File: src/kgd_cfg.svh
// Constants for the knock gesture detector: offsets, fields, resets, windows.
// Assumes an APB slave with byte addresses and 32-bit data, one word per register.
`ifndef KGD_CFG_SVH
`define KGD_CFG_SVH

// Register byte offsets
`define KGD_OFF_CTRL      8'h00
`define KGD_OFF_THRESHOLD 8'h04
`define KGD_OFF_TIMING    8'h08
`define KGD_OFF_WAKE      8'h0c
`define KGD_OFF_ROUTE_ONE 8'h10
`define KGD_OFF_ROUTE_TWO 8'h14
`define KGD_OFF_SOURCE    8'h1c

// Control register fields
`define KGD_CTRL_IE       0
`define KGD_CTRL_LIR      1
`define KGD_CTRL_XEN      2
`define KGD_CTRL_ZEN      4
`define KGD_CTRL_MASK     8'h1f

// Threshold and wake register fields
`define KGD_THR_MASK      8'h1f
`define KGD_WAKE_SEL      7
`define KGD_WAKE_MASK     8'hbf

// Routing register fields
`define KGD_ROUTE_SINGLE  0
`define KGD_ROUTE_DOUBLE  1
`define KGD_ROUTE_MASK    8'h03

// Knock source fields
`define KGD_SRC_ANY       6
`define KGD_SRC_SINGLE    5
`define KGD_SRC_DOUBLE    4
`define KGD_SRC_SIGN      3
`define KGD_SRC_X         2

// Reset value of every writable register
`define KGD_RESET_VAL     8'h00

// Window lengths in sample periods
`define KGD_SHOCK_BASE    10'h004
`define KGD_SHOCK_UNIT    10'h008
`define KGD_QUIET_BASE    10'h002
`define KGD_QUIET_UNIT    10'h004
`define KGD_GAP_BASE      10'h010
`define KGD_GAP_UNIT      10'h020

`endif

File: src/kgd_pkg.sv
// Types shared by the knock gesture detector and its bench.
// Assumes kgd_cfg.svh supplies all numeric constants.
package kgd_pkg;

    // One three-axis sample, two's complement, full scale at 2^15
    typedef struct packed {
        logic signed [15:0] z;
        logic signed [15:0] y;
        logic signed [15:0] x;
    } kgd_axes_t;

    // Detection sequence
    typedef enum logic [2:0] {
        KGD_IDLE,
        KGD_SHOCK_ONE,
        KGD_QUIET,
        KGD_GAP,
        KGD_SHOCK_TWO,
        KGD_RELEASE
    } kgd_fsm_t;

    // Whole state of the detector
    typedef struct packed {
        logic [7:0]  ctrl;
        logic [7:0]  thr;
        logic [7:0]  timing;
        logic [7:0]  wake;
        logic [7:0]  route_one;
        logic [7:0]  route_two;
        logic [7:0]  src;
        logic [31:0] prdata;
        logic        pslverr;
        kgd_fsm_t    fsm;
        logic [9:0]  cnt;
        kgd_axes_t   prev;
        logic [2:0]  hit_axes;
        logic        hit_sign;
        logic [9:0]  pulse_cnt;
        logic        pulse_single;
        logic        pulse_double;
        logic        latch_single;
        logic        latch_double;
        logic        irq_one;
        logic        irq_two;
    } kgd_state_t;

endpackage

File: src/kgd_knock_detector.sv
// Single and double knock detector on a three-axis sample stream, APB registers.
// Assumes samples and the inactivity level come from logic on pclk; no sync.
//
// Register access over APB was left to the implementer.
`timescale 1ns/1ps
`default_nettype none
`include "kgd_cfg.svh"

// Summary of operation
// - Slope is half the sample-to-sample difference
// - Single knock: rise, fall within shock
// - Unlatched interrupt lasts exactly the quiet window
// - Single latched when latch and double route set and select bit zero
// - Second knock starts after quiet, before gap ends
// - Second knock must fall within shock window
// - Latched double held until source read
// - Only enabled axes are evaluated
// - Five-bit threshold against slope magnitude
// - Shock window: 4 or value times 8
// - Quiet window: 2 or value times 4
// - Gap window: 16 or value times 32
// - Per-pin per-event routing bits gate pins
// - Inactivity suppresses all knock interrupts
// - Source sets any, single, double flags
// - Sign flag low positive, high negative
// - Per-axis flag marks knocking axis
// - Select bit zero disables double knocks
// - Latch targets single or double by select
// - Without a double route the latch request is ignored
// - Inactivity means slow internal sample rate
module kgd_knock_detector (
    // Clock and reset
    input  wire logic               pclk,
    input  wire logic               presetn,
    // APB slave
    input  wire logic               psel,
    input  wire logic               penable,
    input  wire logic               pwrite,
    input  wire logic [7:0]         paddr,
    input  wire logic [31:0]        pwdata,
    output logic                    pready,
    output logic [31:0]             prdata,
    output logic                    pslverr,
    // Sample stream, one valid pulse per data period
    input  wire logic               sample_valid,
    input  wire kgd_pkg::kgd_axes_t sample,
    // Level from the activity logic
    input  wire logic               inactive_state,
    // Interrupt pins
    output logic                    irq_pin_one,
    output logic                    irq_pin_two
);

    // Shock window length from its field
    function automatic logic [9:0] shock_len(input logic [1:0] f);
        return (f == 2'h0) ? `KGD_SHOCK_BASE : ({8'h0, f} * `KGD_SHOCK_UNIT);
    endfunction

    // Quiet window length from its field
    function automatic logic [9:0] quiet_len(input logic [1:0] f);
        return (f == 2'h0) ? `KGD_QUIET_BASE : ({8'h0, f} * `KGD_QUIET_UNIT);
    endfunction

    // Gap window length from its field
    function automatic logic [9:0] gap_len(input logic [3:0] f);
        return (f == 4'h0) ? `KGD_GAP_BASE : ({6'h0, f} * `KGD_GAP_UNIT);
    endfunction

    // Register-map decode of an address
    function automatic logic addr_is(input logic [7:0] a, input logic [7:0] off);
        return a == off;
    endfunction

    kgd_pkg::kgd_state_t s_reg;          // Registered state
    kgd_pkg::kgd_state_t s_next;         // Next state

    logic [2:0][15:0]    cur_arr;        // Current sample, axis indexed
    logic [2:0][15:0]    prev_arr;       // Previous sample, axis indexed
    logic [2:0][15:0]    slope_arr;      // Slope per axis
    logic [2:0][15:0]    mag_arr;        // Slope magnitude per axis
    logic [2:0]          above_ax;       // Enabled axes above threshold
    logic [2:0]          axis_en;        // Per-axis enables
    logic [15:0]         thr_level;      // Threshold in sample units
    logic                any_above;      // Any enabled axis above threshold
    logic                first_sign;     // Sign of first axis above
    logic                tick;           // One data period has passed
    logic                ie;             // Global knock enable
    logic                sel_double;     // Double knocks enabled
    logic                latch_on;       // Latch request is in force
    logic                single_evt;     // Single knock recognised
    logic                double_evt;     // Double knock recognised
    logic                apb_setup;      // Setup phase of a transfer
    logic                apb_access;     // Access phase of a transfer
    logic                rd_source;      // Source register being read
    logic                act_single;     // Single interrupt request active
    logic                act_double;     // Double interrupt request active

    // Zero-wait slave
    assign pready  = 1'b1;
    assign prdata  = s_reg.prdata;
    assign pslverr = s_reg.pslverr;

    // Pins come straight from flops
    assign irq_pin_one = s_reg.irq_one;
    assign irq_pin_two = s_reg.irq_two;

    // Field views of the control registers
    assign ie         = s_reg.ctrl[`KGD_CTRL_IE];
    assign axis_en    = s_reg.ctrl[`KGD_CTRL_ZEN:`KGD_CTRL_XEN];
    assign sel_double = s_reg.wake[`KGD_WAKE_SEL];
    assign thr_level  = {1'b0, s_reg.thr[4:0], 10'h000};

    // Latch only when a double route exists on some pin
    assign latch_on = s_reg.ctrl[`KGD_CTRL_LIR]
                      & (s_reg.route_one[`KGD_ROUTE_DOUBLE]
                         | s_reg.route_two[`KGD_ROUTE_DOUBLE]);

    // Axis views of the samples
    assign cur_arr  = {sample.z, sample.y, sample.x};
    assign prev_arr = {s_reg.prev.z, s_reg.prev.y, s_reg.prev.x};

    // Slope and threshold test per axis
    genvar gi;
    generate
        for (gi = 0; gi < 3; gi++) begin : g_axis
            logic [16:0] diff;
            // Difference at full width, then halved
            assign diff = {cur_arr[gi][15], cur_arr[gi]} - {prev_arr[gi][15], prev_arr[gi]};
            assign slope_arr[gi] = diff[16:1];
            // Magnitude of positive and negative slopes
            assign mag_arr[gi] = slope_arr[gi][15] ? 16'(~slope_arr[gi] + 16'h0001)
                                                   : slope_arr[gi];
            assign above_ax[gi] = axis_en[gi] & (mag_arr[gi] > thr_level);
        end
    endgenerate

    // Detection runs only with the global enable set
    assign any_above = ie & (|above_ax);

    // Sign of the first axis above, x first
    always_comb begin
        if (above_ax[0]) begin
            first_sign = slope_arr[0][15];
        end else if (above_ax[1]) begin
            first_sign = slope_arr[1][15];
        end else begin
            first_sign = slope_arr[2][15];
        end
    end

    // One data period, ignored while the block is disabled
    assign tick = sample_valid & ie;

    // APB phases
    assign apb_setup  = psel & ~penable;
    assign apb_access = psel & penable;
    assign rd_source  = apb_access & ~pwrite & addr_is(paddr, `KGD_OFF_SOURCE);

    // Active requests as held in state
    assign act_single = s_reg.pulse_single | s_reg.latch_single;
    assign act_double = s_reg.pulse_double | s_reg.latch_double;

    // Detection sequence
    always_comb begin
        s_next     = s_reg;
        single_evt = 1'b0;
        double_evt = 1'b0;

        // Previous sample follows every valid sample
        if (sample_valid) begin
            s_next.prev = sample;
        end

        if (!ie) begin
            // Disabled: forget any partial knock
            s_next.fsm = kgd_pkg::KGD_IDLE;
            s_next.cnt = 10'h000;
        end else if (tick) begin
            unique case (s_reg.fsm)
                // Wait for a slope above threshold
                kgd_pkg::KGD_IDLE: begin
                    if (any_above) begin
                        s_next.fsm      = kgd_pkg::KGD_SHOCK_ONE;
                        s_next.cnt      = 10'h001;
                        s_next.hit_axes = above_ax;
                        s_next.hit_sign = first_sign;
                    end
                end
                // First knock must fall back inside the shock window
                kgd_pkg::KGD_SHOCK_ONE: begin
                    if (!any_above) begin
                        single_evt = 1'b1;
                        s_next.cnt = 10'h000;
                        // Double detection continues only when selected
                        s_next.fsm = sel_double ? kgd_pkg::KGD_QUIET
                                                : kgd_pkg::KGD_IDLE;
                    end else if (s_reg.cnt >= shock_len(s_reg.timing[1:0])) begin
                        s_next.fsm = kgd_pkg::KGD_RELEASE;
                    end else begin
                        s_next.cnt = s_reg.cnt + 10'h001;
                    end
                end
                // No slope above threshold allowed here
                kgd_pkg::KGD_QUIET: begin
                    if (any_above) begin
                        s_next.fsm = kgd_pkg::KGD_RELEASE;
                    end else if (s_reg.cnt + 10'h001 >= quiet_len(s_reg.timing[3:2])) begin
                        s_next.fsm = kgd_pkg::KGD_GAP;
                        s_next.cnt = 10'h000;
                    end else begin
                        s_next.cnt = s_reg.cnt + 10'h001;
                    end
                end
                // Second knock must start before the gap ends
                kgd_pkg::KGD_GAP: begin
                    if (any_above) begin
                        s_next.fsm      = kgd_pkg::KGD_SHOCK_TWO;
                        s_next.cnt      = 10'h001;
                        s_next.hit_axes = above_ax;
                        s_next.hit_sign = first_sign;
                    end else if (s_reg.cnt + 10'h001 >= gap_len(s_reg.timing[7:4])) begin
                        s_next.fsm = kgd_pkg::KGD_IDLE;
                        s_next.cnt = 10'h000;
                    end else begin
                        s_next.cnt = s_reg.cnt + 10'h001;
                    end
                end
                // Second knock, same shock test as the first
                kgd_pkg::KGD_SHOCK_TWO: begin
                    if (!any_above) begin
                        double_evt = 1'b1;
                        s_next.fsm = kgd_pkg::KGD_IDLE;
                        s_next.cnt = 10'h000;
                    end else if (s_reg.cnt >= shock_len(s_reg.timing[1:0])) begin
                        s_next.fsm = kgd_pkg::KGD_RELEASE;
                    end else begin
                        s_next.cnt = s_reg.cnt + 10'h001;
                    end
                end
                // Rejected knock: wait for the slope to drop
                kgd_pkg::KGD_RELEASE: begin
                    if (!any_above) begin
                        s_next.fsm = kgd_pkg::KGD_IDLE;
                        s_next.cnt = 10'h000;
                    end
                end
                // Illegal code recovers to idle
                default: begin
                    s_next.fsm = kgd_pkg::KGD_IDLE;
                    s_next.cnt = 10'h000;
                end
            endcase
        end

        // Inactivity drops events before they reach flags or pins
        if (inactive_state) begin
            single_evt = 1'b0;
            double_evt = 1'b0;
        end

        // Pulse countdown in data periods
        if (tick && s_reg.pulse_cnt != 10'h000) begin
            s_next.pulse_cnt = s_reg.pulse_cnt - 10'h001;
            if (s_reg.pulse_cnt == 10'h001) begin
                s_next.pulse_single = 1'b0;
                s_next.pulse_double = 1'b0;
            end
        end

        // Reading the source clears latches and flags
        if (rd_source) begin
            s_next.latch_single = 1'b0;
            s_next.latch_double = 1'b0;
            s_next.src          = 8'h00;
        end

        // New events; placed after the clear so that a set wins
        if (single_evt) begin
            s_next.src = 8'h00;
            s_next.src[`KGD_SRC_ANY]    = 1'b1;
            s_next.src[`KGD_SRC_SINGLE] = 1'b1;
            s_next.src[`KGD_SRC_SIGN]   = s_next.hit_sign;
            // Axis flags run X, Y, Z from the top down, so the order flips
            s_next.src[`KGD_SRC_X:0]    = {<<{s_next.hit_axes}};
            if (latch_on && !sel_double) begin
                s_next.latch_single = 1'b1;
            end else begin
                s_next.pulse_single = 1'b1;
                s_next.pulse_double = 1'b0;
                s_next.pulse_cnt    = quiet_len(s_reg.timing[3:2]);
            end
        end
        if (double_evt) begin
            s_next.src = 8'h00;
            s_next.src[`KGD_SRC_ANY]    = 1'b1;
            s_next.src[`KGD_SRC_DOUBLE] = 1'b1;
            s_next.src[`KGD_SRC_SIGN]   = s_next.hit_sign;
            s_next.src[`KGD_SRC_X:0]    = {<<{s_next.hit_axes}};
            if (latch_on && sel_double) begin
                s_next.latch_double = 1'b1;
            end else begin
                s_next.pulse_double = 1'b1;
                s_next.pulse_single = 1'b0;
                s_next.pulse_cnt    = quiet_len(s_reg.timing[3:2]);
            end
        end

        // Pin drive from held requests and routing
        s_next.irq_one = ~inactive_state
                         & ((act_single & s_reg.route_one[`KGD_ROUTE_SINGLE])
                            | (act_double & s_reg.route_one[`KGD_ROUTE_DOUBLE]));
        s_next.irq_two = ~inactive_state
                         & ((act_single & s_reg.route_two[`KGD_ROUTE_SINGLE])
                            | (act_double & s_reg.route_two[`KGD_ROUTE_DOUBLE]));

        // Register writes take effect in the access phase
        if (apb_access && pwrite) begin
            if (addr_is(paddr, `KGD_OFF_CTRL)) begin
                s_next.ctrl = pwdata[7:0] & `KGD_CTRL_MASK;
            end else if (addr_is(paddr, `KGD_OFF_THRESHOLD)) begin
                s_next.thr = pwdata[7:0] & `KGD_THR_MASK;
            end else if (addr_is(paddr, `KGD_OFF_TIMING)) begin
                s_next.timing = pwdata[7:0];
            end else if (addr_is(paddr, `KGD_OFF_WAKE)) begin
                s_next.wake = pwdata[7:0] & `KGD_WAKE_MASK;
            end else if (addr_is(paddr, `KGD_OFF_ROUTE_ONE)) begin
                s_next.route_one = pwdata[7:0] & `KGD_ROUTE_MASK;
            end else if (addr_is(paddr, `KGD_OFF_ROUTE_TWO)) begin
                s_next.route_two = pwdata[7:0] & `KGD_ROUTE_MASK;
            end
        end

        // Read data and error prepared in the setup phase
        if (apb_setup) begin
            s_next.pslverr = 1'b0;
            s_next.prdata  = 32'h0000_0000;
            if (addr_is(paddr, `KGD_OFF_CTRL)) begin
                s_next.prdata[7:0] = s_reg.ctrl;
            end else if (addr_is(paddr, `KGD_OFF_THRESHOLD)) begin
                s_next.prdata[7:0] = s_reg.thr;
            end else if (addr_is(paddr, `KGD_OFF_TIMING)) begin
                s_next.prdata[7:0] = s_reg.timing;
            end else if (addr_is(paddr, `KGD_OFF_WAKE)) begin
                s_next.prdata[7:0] = s_reg.wake;
            end else if (addr_is(paddr, `KGD_OFF_ROUTE_ONE)) begin
                s_next.prdata[7:0] = s_reg.route_one;
            end else if (addr_is(paddr, `KGD_OFF_ROUTE_TWO)) begin
                s_next.prdata[7:0] = s_reg.route_two;
            end else if (addr_is(paddr, `KGD_OFF_SOURCE)) begin
                // Source is read-only; a write there is a slave error
                s_next.prdata[7:0] = s_reg.src;
                s_next.pslverr     = pwrite;
            end else begin
                // Unmapped address
                s_next.pslverr = 1'b1;
            end
        end
    end

    // State register
    always_ff @(posedge pclk or negedge presetn) begin
        if (!presetn) begin
            s_reg <= '{ctrl:      `KGD_RESET_VAL,
                       thr:       `KGD_RESET_VAL,
                       timing:    `KGD_RESET_VAL,
                       wake:      `KGD_RESET_VAL,
                       route_one: `KGD_RESET_VAL,
                       route_two: `KGD_RESET_VAL,
                       fsm:       kgd_pkg::KGD_IDLE,
                       default:   '0};
        end else begin
            s_reg <= s_next;
        end
    end

endmodule
`default_nettype wire

File: config.mk
export PLATFORM = sky130hd
export DESIGN_NAME = kgd_knock_detector
export DESIGN_NICKNAME = d
export VERILOG_FILES = /design/src/kgd_pkg.sv /design/src/kgd_knock_detector.sv
export VERILOG_INCLUDE_DIRS = /design/src
export SDC_FILE = /design/constraint.sdc
export NUM_CORES = 1
export LEC_CHECK = 0
export ABC_AREA = 1
export BUFFER_PORTS_ARGS = -buffer_cell sky130_fd_sc_hd__clkbuf_2
export CORE_ASPECT_RATIO = 1.5
export CORE_MARGIN = 3
export CORE_UTILIZATION = 38
export CTS_CLUSTER_DIAMETER = 50
export DETAILED_ROUTE_END_ITERATION = 7
export PLACE_DENSITY = 0.64
export RECOVER_POWER = 100
export SKIP_LAST_GASP = 1
export SYNTH_ARGS = -nofsm -noshare
export SYNTH_HDL_FRONTEND = slang
export SYNTH_SLANG_ARGS = --single-unit
File: constraint.sdc
create_clock -name pclk -period 5.39 [get_ports pclk]
set_input_delay 0.2695 -clock pclk [delete_from_list [all_inputs] [get_ports pclk]]
set_output_delay 0.2695 -clock pclk [all_outputs]
set_load 0.1 [all_outputs]
# --- After elaboration in Yosys (flattened, before gate mapping) ---
# Index checks and enable logic that the tools add are counted.
word_totals:
  ramBits: 0
  elab_cells: 174
  n_memories: 0
  out_inout_bits: 36
  latch_bits: 0
  regBits: 127
  rom_bits: 0
  inputBits: 95
classes:
  addsub: 8
  mul: 0
  shifts: 0
  eq_ne: 18
  bitwise_logic: 32
  muxes: 65
  div_mod_pow: 0
  order_cmp: 6
  n_reduce_logical: 22
ops:
  columns: ["op", "n"]
  rows:
  - ["$mux 13", 8]
  - ["$mux 8", 10]
  - ["$pmux 13 s6", 1]
  - ["$sub 16x16->17", 3]
  - ["$add 16x1->16 const B", 3]
  - ["$gt 16x15->1", 3]
  - ["$mux 12", 4]
  - ["$mux 16", 3]
  - ["$not 16->16", 3]
  - ["$mux 10", 4]
  - ["$eq 8x5->1 const B", 3]
  - ["$mux 1", 21]
  - ["$mux 4", 5]
  - ["$and 1x1->1", 16]
  - ["$eq 8x4->1 const B", 2]
  - ["$mux 3", 4]
  - ["$add 10x1->10 const B", 1]
  - ["$eq 10x1->1 const B", 1]
  - ["$ge 10x10->1", 1]
  - ["$ge 10x5->1", 1]
  - ["$ge 10x9->1", 1]
  - ["$reduce_and 5->1", 2]
  - ["$reduce_bool 10->1", 1]
  - ["$sub 10x1->10 const B", 1]
  - ["26 further kinds", 49]

# --- Logic depth before layout (Yosys ltp) ---
depth:
  ltp_word: 16
  ltp_mapped: 34
  depth_no_buf: 34

# --- Least setup slack after synthesis ---
# No wires, ideal clock.
synth_timing:
  path_kind: "register to register"
  startpoint: "reg s_reg (netlist bit prev_arr[0])"
  endpoint: "reg s_reg[68] in the netlist's numbering"
  required_ns: 5.267
  period_less_slack_ns: 4.052
  path_stages_with_launch: 28
  path_slack_ns: 1.338
  n_path_buf: 1
  arrival_ns: 3.929
  setup_time_ns: 0.123
  path_cell_list: "dfrtp_1 -> nand2_1 -> inv_1 -> fa_1 -> xor2_1 -> ha_1 -> nand2_1 -> nor2_1 -> nand3_1 -> nor2_1 -> nand3_1 -> o41ai_1 -> xnor2_1 -> ha_1 -> nand2_1 -> nor3_1 -> nand3_1 -> nor2_1 -> nand3_1 -> nand2_1 -> nand2_1 -> nand2_2 -> nand3_4 -> nand3_2 -> nand2_2 -> nor2_4 -> buf_6 -> o21ai_1"
synth_between:
  elab_chain_cells: 12
  word_cells_on_any_way: 18
  cone_classes: "add/sub: 2; order compare: 1; eq/ne: 3; mux: 7; bitwise: 3; reduce/logical: 2"
synth_lines:
  columns: ["item", "line_no", "rtl"]
  rows:
  - ["from (decl)", "kgd_knock_detector.sv:74", "kgd_pkg::kgd_state_t s_reg;"]
  - ["from (signal assigned)", "kgd_knock_detector.sv:363", "s_reg <= '{ctrl: `KGD_RESET_VAL,"]
  - ["from (signal assigned)", "kgd_knock_detector.sv:372", "s_reg <= s_next;"]
  - ["$sub 16x16->17 (*)", "kgd_knock_detector.sv:128", "assign diff = {cur_arr[gi][15], cur_arr[gi]} - {prev_arr[gi][15], prev_arr[gi]};"]
  - ["$not 16->16", "kgd_knock_detector.sv:131", "assign mag_arr[gi] = slope_arr[gi][15] ? 16'(~slope_arr[gi] + 16'h0001)"]
  - ["$add 16x1->16", "kgd_knock_detector.sv:131", null]
  - ["$mux 16 (*)", "kgd_knock_detector.sv:131", null]
  - ["$gt 16x15->1 (*)", "kgd_knock_detector.sv:133", "assign above_ax[gi] = axis_en[gi] & (mag_arr[gi] > thr_level);"]
  - ["$and 1x1->1 (*)", "kgd_knock_detector.sv:133", null]
  - ["$reduce_or 3->1 (*)", "kgd_knock_detector.sv:138", "assign any_above = ie & (|above_ax);"]
  - ["$and 1x1->1 (*)", "kgd_knock_detector.sv:138", null]
  - ["$mux 13 (on tied branches)", "kgd_knock_detector.sv:230, kgd_knock_detector.sv:191, kgd_knock_detector.sv:216", null]
  - ["$pmux 13 s6", "kgd_knock_detector.sv:179", "unique case (s_reg.fsm)"]
  - ["$mux 13", "kgd_knock_detector.sv:178", "end else if (tick) begin"]
  - ["$mux 13", "kgd_knock_detector.sv:174", "if (!ie) begin"]
# Every way passes the cells marked *; elsewhere a longest branch is shown, timed or not. The select of a mux whose other input is x is not followed.
# A chain may end at the register's enable or synchronous reset.

==> run_results.csv <==
group,metric,value,unit
place,post-place-ws,368,ps
sta,final_min_period,4910,ps
setup_path,startpoint_type,"flop",
power,ir_worst_vdd,0.000256,V
finish,multi_input_gate_area,0.00650,mm2
route,detail_route.wl_per_cell,13.2,um
floorplanning,dieHeight,214,um
floorplanning,io-pin-count,131,
sta,worst_slack,484,ps
power,power.density_cell_area,283,mW/mm2
synth,synth_seq_cells,126,
finish,largest_register_ff_count,63,
global_routing,grt-ovfl-total,0,
floorplanning,initial_core_util,38.8,%
route,routed_wl,27300,um
synth,synth_top_area_share,28.9,%
power,power.clock.fraction,35.4,%
hold_path,timing.hold.worst.class,"input port to flop",
global_routing,maximum_number_of_pins_on_one_net_before_global_route_repair,94,
clock_tree,clkSlewWorstSetupHoldPaths,60,ps
synth,synthTopCellsByArea,"dfrtp_1 (29%), nand2_1 (17%), ha_1 (8.9%)",
synth,synth.lib_cells_used.distinct,53,
synth,synth.yosys.warnings,0,
finish,number_of_antenna_cells_inserted,0,
setup_path,worst-setup-path-type,"flop to flop",
synth,syn_avg_cell_area,6.64,um2
synth,syn_inst_count,1644,
sta,final.setup_skew,8.71,ps
sta,worst_slew_margin,-151,%
route,vias_per_cell,5.02,
setup_path,timing.critical_path.arrival,5270,ps
route,drt-pass1-iter-count,5,
power,pwr-share-seq,29.4,%
sta,drv_slew,68,
sta,hold_viol_final,0,
finish,most-common-layout-cells,"nand2_1 (482), inv_1 (249), o21ai_0 (134)",
power,switching_share,37.7,%
clock_tree,numClockSinks,126,
route,detail_route.drc_violations,0,
power,internal_power,2.13,mW
clock_tree,clkLatencyLatePin,450,ps
finish,layout_commonest_cell,"nand2_1",
global_routing,grt_first_pass_wirelength,46500,um
route,via_count,10400,
power,combPwrFrac,35.3,%
global_routing,grt_util_all_layers,18.5,%
floorplanning,fp.dieArea,0.0308,mm2
clock_tree,count_of_h_tree_levels_built_during_cts,4,
clock_tree,cts.path.max_buffers,2,
power,p_switching,1.29,mW
synth,synth_edf_count,0,
finish,nNetsFinal,1892,
setup_path,critical_path_fanouts_max,19,
outcome,status,"finished, violations left",
place,globalplace.congestion,0.870,
outcome,failed_checks,"max-capacitance violations, max-slew violations",
setup_path,cpMostUsedCell,"nand2_1",
job,maxCapViolCount,1,
finish,layout.area.seq,0.00315,mm2
setup_path,slowest_stage,"o41ai_1",
clock_tree,clock_tree_from_tritoncts,"yes",
setup_path,slowest_delay,430,ps
sta,setup_total_negative_slack,0,ps
floorplanning,core-area,0.0282,mm2
sta,fmax,204,MHz
setup_path,critical_path_required,5760,ps
synth,netlist.top_cell.by_area,"dfrtp_1",
sta,worst_slew_pin_slew,3760,ps
sta,timing.hold.ws,54.4,ps
finish,drive_gt1_share,8.68,%
floorplanning,row_count,75,
finish,syn_to_final_growth,10.8,%
sta,final_min_period_over_clock_period,91.0,%
route,drtIter0Drc,482,
place,dp_hpwl,21400,um
global_routing,grt_pass1_vias,10200,
sta,rsz_0062_raised_after_global_routing,"no",
power,power_leakage,6.45,nW
setup_path,r2r_setup_slack,480,ps
power,total_power,3.42,mW
finish,fillerInstances,2998,
sta,finalSetupViolCount,0,
global_routing,antenna_found_initial,0,
floorplanning,die-width,144,um
route,ant_nets,0,
clock_tree,root_buffer,"clkbuf_16",
synth,synth-main-ff-cell,"dfrtp_1",
clock_tree,tritoncts.num_buffers,17,
synth,syn-cell-area,0.0109,mm2
setup_path,crit_path_end_kind,"flop",
synth,synthArstFlopShare,100,%
place,port_buffers,81,
synth,synth_sequential_area_ratio,28.9,%
## stage by stage
stage / utilization, % / area, um2 / std cells
global placement: 40.8 / 11500 / 2041
detailed placement: 40.8 / 11500 / 2041
finish: 42.9 / 12100 / 2074
CTS: 43.0 / 12100 / 2073
floorplan: - / 11000 / 1667
global route: 42.9 / 12100 / 2074
## cell families (layout without fill, tap and decap cells)
| group | after synthesis | after routing | share of synthesized area, % |
|---|---|---|---|
| simple gates | 826 | 826 | 33.2 |
| xor+xnor | 47 | 47 | 3.84 |
| buf+inv | 310 | 371 | 12.1 |
| mux | 1 | 1 | 0.103 |
| fa+ha+maj | 81 | 81 | 9.50 |
| flops | 126 | 126 | 28.9 |
| other cells | 2 | 25 | 0.0688 |
| compound gates | 251 | 251 | 12.4 |
## per-layer routing
metal  GRT usage, %  part of all wire, %  vias to the layer above
met3           3.24                  3.3                       44
met5              0                    0                        -
met2           34.9                   53                      189
met1           20.2                   41                     4802
met4           7.27                  2.7                        0
li1               -                    -                     5382
## power by group through the flow
| stage | combinational, mW | clock [mW] | sequential (mW) |
|---|---|---|---|
| after floorplan | 0.969 | 0 | 1.02 |
| after global routing | 1.40 | 1.27 | 1.01 |
| after CTS | 1.22 | 1.24 | 1.00 |
| after global placement | 1.19 | 0 | 1.02 |
| final | 1.21 | 1.21 | 1.00 |
| after detailed placement | 1.21 | 0 | 1.02 |
## cell usage after synthesis, types with 3 or more instances
cell      count
a21boi_0      3
a21o_1        4
a21oi_1      73
a21oi_2       3
a221oi_1      4
a31oi_1       3
and3_1        3
buf_4        36
clkbuf_1     15
dfrtp_1     126
fa_1          3
ha_1         78
inv_1       249
inv_2         4
nand2_1     482
nand2_2      18
nand3_1     121
nand3_2       8
nand3b_1     11
nand4_1      30
nor2_1      109
nor2_4        3
nor3_1       19
nor3_2        3
nor4_1        6
o211ai_1      3
o21ai_0     133
o21ai_1      12
or2_2         3
xnor2_1      12
xor2_1       34
## final cells by class
cell class,count,area share [%]
repair buffers,86,3.67
flip-flops and latches,126,26.1
clock buffers,18,3.63
inverters,254,7.89
well taps,346,3.58
multi-input cells,1231,53.8
clock inverters,13,1.35
## repair_timing
action                                  CTS  global route
endpoints found under the setup margin    0            17
resized for setup                         0             1
hold endpoints to repair                 62             0
setup buffers                             0             1
hold buffers                              1             0
## worst paths after layout
kind	startpoint	end	cells after the start
max	prev_arr[0]	s_reg[8]	27
min	sample[18]	prev_arr[18]	3
max reg2reg	prev_arr[0]	s_reg[8]	27
min reg2reg	prdata[7]	prdata[7]	2
max in group asynchronous	presetn	s_reg[117]	3
min in group asynchronous	presetn	prdata[6]	2
## worst max-delay path, delay by kind of cell, from the launching register on
kind                     cells  cell delay [ps]
AO/OA/AOI/OAI                2              510
XOR/XNOR                     2              430
adder cells (fa/ha/maj)      3              930
buffers and inverters        2              260
flip-flops                   1              380
AND/OR/NAND/NOR             18             2310
Power figures use the tool's default switching activity.
